==> src/sdadc_pkg.sv <==
// constants, register map and field layouts of the sigma-delta converter control
// assumes a 32-bit AHB-Lite bus with one aligned word per register
// Notes on behaviour
// - count sample cycles with feedback output high
// - every 4096 cycles latch count, signal, restart
// - result is unsigned count 0 to 4096
// - thirteen-bit result once per window
// - feedback is flopped selected comparator, buffered out
// - selector bits 10:8 choose one of six
// - bit 7 pending flag, write one clears
// - bit 6 enables the done interrupt
// - bits 5:4 select feedback pin drive style
// - bits 3:0 select sample clock divider
// - result bit 12 over-range, 11:0 count
package sdadc_pkg;
    // printed offsets are word indices; byte address is four times the index
    localparam logic [31:0] SETUP_INDEX = 32'h0000_0402;
    localparam logic [31:0] RESULT_INDEX = 32'h0000_0406;
    localparam logic [31:0] SETUP_ADDR = SETUP_INDEX << 2;
    localparam logic [31:0] RESULT_ADDR = RESULT_INDEX << 2;
    localparam logic [31:0] EVT_STATUS_ADDR = 32'h0000_0020;
    localparam logic [31:0] EVT_CLEAR_ADDR = 32'h0000_0024;
    localparam logic [31:0] EVT_ENABLE_ADDR = 32'h0000_0028;

    localparam int WINDOW_LEN = 4096;
    localparam logic [11:0] WINDOW_LAST = 12'hFFF;
    localparam int NUM_INPUTS = 6;
    localparam logic [2:0] LAST_INPUT = 3'h5;

    // setup register field positions
    localparam int SEL_LSB = 8;
    localparam int PENDING_BIT = 7;
    localparam int ENABLE_BIT = 6;
    localparam int DRIVE_LSB = 4;
    localparam int CLKSEL_LSB = 0;

    // event bits
    localparam int EVT_DONE_BIT = 0;
    localparam int EVT_OVER_BIT = 1;
    localparam int EVT_WIDTH = 2;

    localparam logic [1:0] DRIVE_BOTH = 2'h0;
    localparam logic [1:0] DRIVE_OFF = 2'h1;
    localparam logic [1:0] DRIVE_LOW_ONLY = 2'h2;
    localparam logic [1:0] DRIVE_HIGH_ONLY = 2'h3;

    localparam logic [3:0] CLKSEL_DIV2 = 4'h0;
    localparam logic [3:0] CLKSEL_MIN = 4'h2;
    localparam logic [3:0] CLKSEL_MAX = 4'h8;

    localparam logic [1:0] HTRANS_NONSEQ = 2'h2;

    typedef struct packed {
        logic [2:0] input_select;
        logic done_pending_flag;
        logic done_irq_enable;
        logic [1:0] feedback_drive_style;
        logic [3:0] sample_clock_divider_select;
    } converter_setup_s;

    localparam converter_setup_s SETUP_RESET = '{
        input_select: 3'h0,
        done_pending_flag: 1'b0,
        done_irq_enable: 1'b0,
        feedback_drive_style: 2'h0,
        sample_clock_divider_select: 4'h0
    };
endpackage : sdadc_pkg

==> src/sigma_delta_adc_control.sv <==
// sigma-delta converter control: divider, feedback flop, duty counter, registers
// assumes comparator outputs arrive synchronous to REF_CLK and one AHB-Lite master
`timescale 1ns/1ns
`default_nettype none
module sigma_delta_adc_control (
    // clock and reset
    input wire logic REF_CLK,
    input wire logic RST,
    // ahb-lite slave
    input wire logic HSEL,
    input wire logic [31:0] HADDR,
    input wire logic [1:0] HTRANS,
    input wire logic HWRITE,
    input wire logic [2:0] HSIZE,
    input wire logic [31:0] HWDATA,
    input wire logic HREADY,
    output logic HREADYOUT,
    output logic [31:0] HRDATA,
    output logic HRESP,
    // comparator results, one per analog input
    input wire logic [5:0] ANALOG_INPUT,
    // feedback pin to the external integrator
    output logic PWM_FEEDBACK_OUT,
    output logic PWM_FEEDBACK_OE,
    // interrupt
    output logic CONVERSION_DONE_IRQ
);
    sdadc_pkg::converter_setup_s setup_reg;
    logic [7:0] div_cnt_reg;
    logic [7:0] div_last;
    logic sample_tick;
    logic pwm_reg;
    logic pwm_next;
    logic oe_reg;
    logic [11:0] window_cnt_reg;
    logic [12:0] duty_cnt_reg;
    logic [12:0] result_reg;
    logic window_end;
    logic [12:0] final_count;
    logic [sdadc_pkg::EVT_WIDTH-1:0] evt_status_reg;
    logic [sdadc_pkg::EVT_WIDTH-1:0] evt_enable_reg;
    logic [sdadc_pkg::EVT_WIDTH-1:0] evt_set;
    logic irq_reg;
    logic [31:0] wr_addr_reg;
    logic wr_pending_reg;
    logic bus_take;
    logic [31:0] rd_next;
    logic selected_cmp;

    // sample clock divider; reserved codes stop the sample clock
    always_comb begin
        div_last = 8'h00;
        case (setup_reg.sample_clock_divider_select)
            4'h0: div_last = 8'h01;
            4'h2: div_last = 8'h03;
            4'h3: div_last = 8'h07;
            4'h4: div_last = 8'h0F;
            4'h5: div_last = 8'h1F;
            4'h6: div_last = 8'h3F;
            4'h7: div_last = 8'h7F;
            4'h8: div_last = 8'hFF;
            default: div_last = 8'h00;
        endcase
    end

    logic div_valid;
    assign div_valid = (setup_reg.sample_clock_divider_select == sdadc_pkg::CLKSEL_DIV2)
        || ((setup_reg.sample_clock_divider_select >= sdadc_pkg::CLKSEL_MIN)
        && (setup_reg.sample_clock_divider_select <= sdadc_pkg::CLKSEL_MAX));
    assign sample_tick = div_valid && (div_cnt_reg >= div_last);

    always_ff @(posedge REF_CLK) begin
        if (RST) begin
            div_cnt_reg <= 8'h00;
        end else if (!div_valid || sample_tick) begin
            div_cnt_reg <= 8'h00;
        end else begin
            div_cnt_reg <= div_cnt_reg + 8'h01;
        end
    end

    // input selector; codes above five feed a constant low
    always_comb begin
        selected_cmp = 1'b0;
        if (setup_reg.input_select <= sdadc_pkg::LAST_INPUT) begin
            selected_cmp = ANALOG_INPUT[setup_reg.input_select];
        end
    end

    assign pwm_next = sample_tick ? selected_cmp : pwm_reg;

    // feedback flop, captured once per sample cycle
    always_ff @(posedge REF_CLK) begin
        if (RST) begin
            pwm_reg <= 1'b0;
        end else begin
            pwm_reg <= pwm_next;
        end
    end

    // output buffer enable follows drive style and the value about to be driven
    always_ff @(posedge REF_CLK) begin
        if (RST) begin
            oe_reg <= 1'b0;
        end else begin
            case (setup_reg.feedback_drive_style)
                sdadc_pkg::DRIVE_BOTH: oe_reg <= 1'b1;
                sdadc_pkg::DRIVE_OFF: oe_reg <= 1'b0;
                sdadc_pkg::DRIVE_LOW_ONLY: oe_reg <= !pwm_next;
                sdadc_pkg::DRIVE_HIGH_ONLY: oe_reg <= pwm_next;
                default: oe_reg <= 1'b0;
            endcase
        end
    end

    // window and duty counters
    assign window_end = sample_tick && (window_cnt_reg == sdadc_pkg::WINDOW_LAST);
    assign final_count = duty_cnt_reg + {12'h000, pwm_reg};

    always_ff @(posedge REF_CLK) begin
        if (RST) begin
            window_cnt_reg <= 12'h000;
        end else if (sample_tick) begin
            window_cnt_reg <= window_cnt_reg + 12'h001;
        end
    end

    always_ff @(posedge REF_CLK) begin
        if (RST) begin
            duty_cnt_reg <= 13'h0000;
        end else if (window_end) begin
            duty_cnt_reg <= 13'h0000;
        end else if (sample_tick && pwm_reg) begin
            duty_cnt_reg <= duty_cnt_reg + 13'h0001;
        end
    end

    // a full-window count is the over-range case and lands on bit 12
    always_ff @(posedge REF_CLK) begin
        if (RST) begin
            result_reg <= 13'h0000;
        end else if (window_end) begin
            result_reg <= final_count;
        end
    end

    // event sources
    always_comb begin
        evt_set = '0;
        evt_set[sdadc_pkg::EVT_DONE_BIT] = window_end;
        evt_set[sdadc_pkg::EVT_OVER_BIT] = window_end && final_count[12];
    end

    // ahb-lite: zero wait state, address phase captured, write in data phase
    assign bus_take = HSEL && HREADY && (HTRANS == sdadc_pkg::HTRANS_NONSEQ || HTRANS == 2'h3);

    always_ff @(posedge REF_CLK) begin
        if (RST) begin
            wr_pending_reg <= 1'b0;
            wr_addr_reg <= 32'h0000_0000;
        end else begin
            wr_pending_reg <= bus_take && HWRITE;
            if (bus_take) begin
                wr_addr_reg <= HADDR;
            end
        end
    end

    logic wr_setup;
    logic wr_clear;
    logic wr_enable;
    assign wr_setup = wr_pending_reg && (wr_addr_reg == sdadc_pkg::SETUP_ADDR);
    assign wr_clear = wr_pending_reg && (wr_addr_reg == sdadc_pkg::EVT_CLEAR_ADDR);
    assign wr_enable = wr_pending_reg && (wr_addr_reg == sdadc_pkg::EVT_ENABLE_ADDR);

    // next setup value, shared by the register, the interrupt and a read right after a write
    sdadc_pkg::converter_setup_s setup_next;
    always_comb begin
        setup_next = setup_reg;
        if (wr_setup) begin
            setup_next.input_select = HWDATA[sdadc_pkg::SEL_LSB+:3];
            setup_next.done_irq_enable = HWDATA[sdadc_pkg::ENABLE_BIT];
            setup_next.feedback_drive_style = HWDATA[sdadc_pkg::DRIVE_LSB+:2];
            setup_next.sample_clock_divider_select = HWDATA[sdadc_pkg::CLKSEL_LSB+:4];
        end
        // a done event in the clearing cycle keeps the flag set
        if (window_end) begin
            setup_next.done_pending_flag = 1'b1;
        end else if (wr_setup && HWDATA[sdadc_pkg::PENDING_BIT]) begin
            setup_next.done_pending_flag = 1'b0;
        end
    end

    // setup register; bits 31:11 are dropped and read as zero
    always_ff @(posedge REF_CLK) begin
        if (RST) begin
            setup_reg <= sdadc_pkg::SETUP_RESET;
        end else begin
            setup_reg <= setup_next;
        end
    end

    always_ff @(posedge REF_CLK) begin
        if (RST) begin
            evt_status_reg <= '0;
        end else begin
            evt_status_reg <= evt_set
                | (evt_status_reg & ~(wr_clear ? HWDATA[sdadc_pkg::EVT_WIDTH-1:0] : '0));
        end
    end

    always_ff @(posedge REF_CLK) begin
        if (RST) begin
            evt_enable_reg <= '0;
        end else if (wr_enable) begin
            evt_enable_reg <= HWDATA[sdadc_pkg::EVT_WIDTH-1:0];
        end
    end

    // interrupt request from the next values, so it rises with the flag
    logic pending_next;
    logic [sdadc_pkg::EVT_WIDTH-1:0] status_next;
    logic en_next;
    logic [sdadc_pkg::EVT_WIDTH-1:0] evt_en_next;
    assign pending_next = setup_next.done_pending_flag;
    assign status_next = evt_set
        | (evt_status_reg & ~(wr_clear ? HWDATA[sdadc_pkg::EVT_WIDTH-1:0] : '0));
    assign en_next = setup_next.done_irq_enable;
    assign evt_en_next = wr_enable ? HWDATA[sdadc_pkg::EVT_WIDTH-1:0] : evt_enable_reg;

    always_ff @(posedge REF_CLK) begin
        if (RST) begin
            irq_reg <= 1'b0;
        end else begin
            irq_reg <= (pending_next && en_next) || (|(status_next & evt_en_next));
        end
    end

    // read data prepared in the address phase, shown in the data phase; next values
    // let a read right behind a write to the same register see the written data
    always_comb begin
        rd_next = 32'h0000_0000;
        case (HADDR)
            sdadc_pkg::SETUP_ADDR: rd_next = {21'h000000, setup_next};
            sdadc_pkg::RESULT_ADDR: rd_next = {19'h00000, result_reg};
            sdadc_pkg::EVT_STATUS_ADDR: rd_next = {30'h00000000, status_next};
            sdadc_pkg::EVT_ENABLE_ADDR: rd_next = {30'h00000000, evt_en_next};
            default: rd_next = 32'h0000_0000;
        endcase
    end

    always_ff @(posedge REF_CLK) begin
        if (RST) begin
            HRDATA <= 32'h0000_0000;
        end else if (bus_take && !HWRITE) begin
            HRDATA <= rd_next;
        end
    end

    always_ff @(posedge REF_CLK) begin
        if (RST) begin
            HREADYOUT <= 1'b1;
            HRESP <= 1'b0;
        end else begin
            HREADYOUT <= 1'b1;
            HRESP <= 1'b0;
        end
    end

    assign PWM_FEEDBACK_OUT = pwm_reg;
    assign PWM_FEEDBACK_OE = oe_reg;
    assign CONVERSION_DONE_IRQ = irq_reg;

    logic unused_ok;
    assign unused_ok = ^HSIZE;
endmodule : sigma_delta_adc_control
`default_nettype wire

==> config.mk <==
export PLATFORM = sky130hd
export DESIGN_NAME = sigma_delta_adc_control
export DESIGN_NICKNAME = d
export VERILOG_FILES = /design/src/sdadc_pkg.sv /design/src/sigma_delta_adc_control.sv
export SDC_FILE = /design/constraint.sdc
export NUM_CORES = 1
export LEC_CHECK = 0
export BUFFER_PORTS_ARGS = -buffer_cell sky130_fd_sc_hd__buf_4
export CAP_MARGIN = 0
export CORE_ASPECT_RATIO = 2
export CORE_MARGIN = 2
export CORE_UTILIZATION = 40
export CTS_CLUSTER_SIZE = 25
export DETAILED_ROUTE_END_ITERATION = 16
export GPL_TIMING_DRIVEN = 0
export PLACE_DENSITY_LB_ADDON = 0.3
export SYNTH_ARGS = -nofsm -noshare
export SYNTH_HDL_FRONTEND = slang
export SYNTH_SLANG_ARGS = --single-unit
==> constraint.sdc <==
create_clock -name REF_CLK -period 4.01 [get_ports REF_CLK]
set_input_delay 0.2005 -clock REF_CLK [delete_from_list [all_inputs] [get_ports REF_CLK]]
set_output_delay 0.2005 -clock REF_CLK [all_outputs]
set_load 0.005 [all_outputs]
==> results by group <==
Status
  • Outcome: complete, no violations

Logic synthesis
  • Post-Synth XOR/XNOR Area: 3.338%
  • Yosys warning count: 0
  • Post-Syn Area: 5510 um2
  • EDFF count, synth: 0
  • Synth top area cells: dfxtp_1, nand2_1, a21oi_1
  • Ys flop type: dfxtp_1
  • Commonest cells in the netlist: nand2_1, dfxtp_1, a21oi_1, nor2_1, nand3_1
  • Compound-gate portion of the synthesized area: 15.44%
  • Post-synthesis simple-gate area fraction: 25.30%
  • Share of the synthesized area in the top cell type: 42.87%
  • Top-count cell post-synth: nand2_1
  • Largest family of logic cells by synthesized area: simple AND/OR/NAND/NOR gates
  • Seq/Total Area, Yosys: 42.87%
  • Synth cell types: 56
  • Largest area contributor in the netlist: dfxtp_1
  • Multiplexer share of the synthesized area: 3.747%
  • Synth Register Bits: 118
  • Post-Syn Area per Cell: 8.261 um2
  • Cells after Synth: 667
  • Post-synth ARST share: 0%
  • Adder-Cell Fraction of Synth Area: 2.952%

Finish
  • Max FFs per register: 32
  • Ant. Diodes: 0
  • Final Core Density: 51.37%
  • Nets: 868
  • Final Cell Area: 6903 um2
  • Layout area overhead: 25.27%
  • Layout cell share with drive strength beyond 1: 17.66%

CTS
  • Worst skew pair latency: 0.41 ns
  • CTS Buf Count: 17
  • Clock tree buffer depth: 2
  • Hold Buf Count CTS: 0
  • Clock root buffer master: clkbuf_16
  • CTS tree: yes
  • CTS sink cnt: 118
  • Post-CTS Setup Bufs: 0
  • Worst-path clk slew: 0.06 ns
  • Post-CTS Resized: 0
  • H-tree levels: 4

Global routing
  • M2 GR Usage: 39.89%
  • Total gr overflow: 0
  • First-pass GRT wire length: 24340 um
  • GRT Util Overall: 21.32%
  • Met3 GRT Util: 4.850%
  • Vias in the first global route: 5039
  • Largest net degree at the start of global routing: 17
  • Busiest grt layer: met2
  • Met1 global-route usage: 20.70%
  • Initial antenna violation count: 0

Route
  • Routed Antenna Nets: 0
  • Vias: 5153
  • Post-DR wirelength/cell: 16.49 um
  • Via-per-instance ratio: 5.470
  • Initial detailed-routing violation count: 266
  • WL final: 15530 um
  • Drt pass-1 iters: 7
  • DRC: 0

Place
  • DP HPWL: 11960 um
  • Gpl congestion: 0.9557
  • Setup WS pre-CTS: 1.050 ns
  • Placed Instance Area: 6301 um2
  • I/O Buffers: 70

STA
  • Worst Hold Slack: 0.04162 ns
  • Max frequency: 0.3328 GHz
  • Slew margin rel.: 39.49%
  • Count of pins over their slew limit: 0
  • Final setup viols: 0
  • Post-layout min period: 3.005 ns
  • Worst-margin pin slew: 0.9043 ns
  • RSZ-0062 raised after global routing: false
  • Fin Clk Skew: 0.008310 ns
  • Fin crit share: 74.93%
  • Hold Vio Cnt, Final: 0
  • Setup tns final: 0 ns
  • Setup ws final: 1.005 ns

Power and ir drop
  • P_leak: 2.701 nW
  • Peak VDD IR: 0.0003431 V
  • Pwr dens: 456.1 nW/um2

Die
  • DIE AREA: 14790 um2
  • Die Wd: 87.00 um
  • Core area: 13440 um2
  • Die H: 170.0 um
  • IO Count: 117
  • Starting Density: 41.01%
  • FP Rows: 60

Setup path
  • Setup slack, reg-to-reg: 1.01 ns
  • Crit Path Category: reg2reg
  • Critical Path Source Type: flip-flop
  • Critical Path RT: 4.31 ns
  • CP max FO: 10
  • Critical path arrival: 3.31 ns
  • Crit path capture type: flip-flop

Min path
  • Hold WC Path Type: in2reg

Flow run
  • Max-capacitance violation count: 0
==> cell usage in the layout (no fill, tap or decap), types with 6 or more instances in the layout <==
| master | count |
|---|---|
| or4_1 | 6 |
| nand3_1 | 24 |
| and3_1 | 10 |
| clkbuf_1 | 19 |
| xor2_1 | 14 |
| buf_4 | 92 |
| or3_1 | 13 |
| a21oi_1 | 72 |
| dfxtp_1 | 118 |
| nor4_1 | 16 |
| conb_1 | 21 |
| a22o_1 | 8 |
| nand4_1 | 11 |
| o31ai_1 | 7 |
| mux2i_1 | 15 |
| inv_1 | 20 |
| nor2_1 | 43 |
| ha_1 | 13 |
| o21ai_0 | 23 |
| xnor2_1 | 7 |
| o21ai_1 | 6 |
| buf_1 | 7 |
| clkbuf_16 | 17 |
| nand2_1 | 124 |
| nor3_1 | 13 |
==> routing by layer <==
metal,up-vias,wire length [um]
met5,-,0
met4,0,723
met3,46,775
met2,161,8471
met1,2417,5563
li1,2529,-
==> layout make-up <==
type                    instances  area [um2]
plain buffers                  49       267.8
clock inverters                14       176.4
flip-flops and latches        118        2362
multi-input cells             499        2877
fillers                      1324        6535
repair buffers                 70       525.5
clock buffers                  17       425.4
inverters                      20       75.07
well taps                     155       193.9
==> worst max-delay path, cell delays in order (launching register included) <==
cell,delay [ns]
dfxtp_1,0.31
nor3_1,0.45
nand4_2,0.30
nor4_4,0.72
mux2i_1,0.71
o21ai_1,0.20
a22o_1,0.22
==> logic make-up after synthesis <==
kind of cell / Yosys count
AO/OA/AOI/OAI: 141
XOR/XNOR: 21
adder cells (fa/ha/maj): 13
buffers and inverters: 69
flip-flops: 118
multiplexers: 19
other: 2
AND/OR/NAND/NOR: 284
==> power by group <==
group / leakage, nW / internal, mW / switching, mW
clock network: 0.290 / 0.979 / 0.566
logic: 1.46 / 0.144 / 0.208
registers: 0.954 / 1.21 / 0.0402
==> stage by stage <==
step                cells  total power [mW]
global placement      911             1.616
detailed placement    911             1.625
floorplan             686             1.483
global route          942             3.267
CTS                   942             3.166
finish                942             3.149
==> path summary, 6_finish.rpt <==
check	start	end	cells after the start
min	HADDR[18]	wr_addr_reg[18]	3
max reg2reg	wr_addr_reg[10]	HRDATA[2]	6
min reg2reg	HRDATA[7]	HRDATA[7]	2
max	wr_addr_reg[10]	HRDATA[2]	6
No activity file was read; power rests on OpenSTA's default activity.
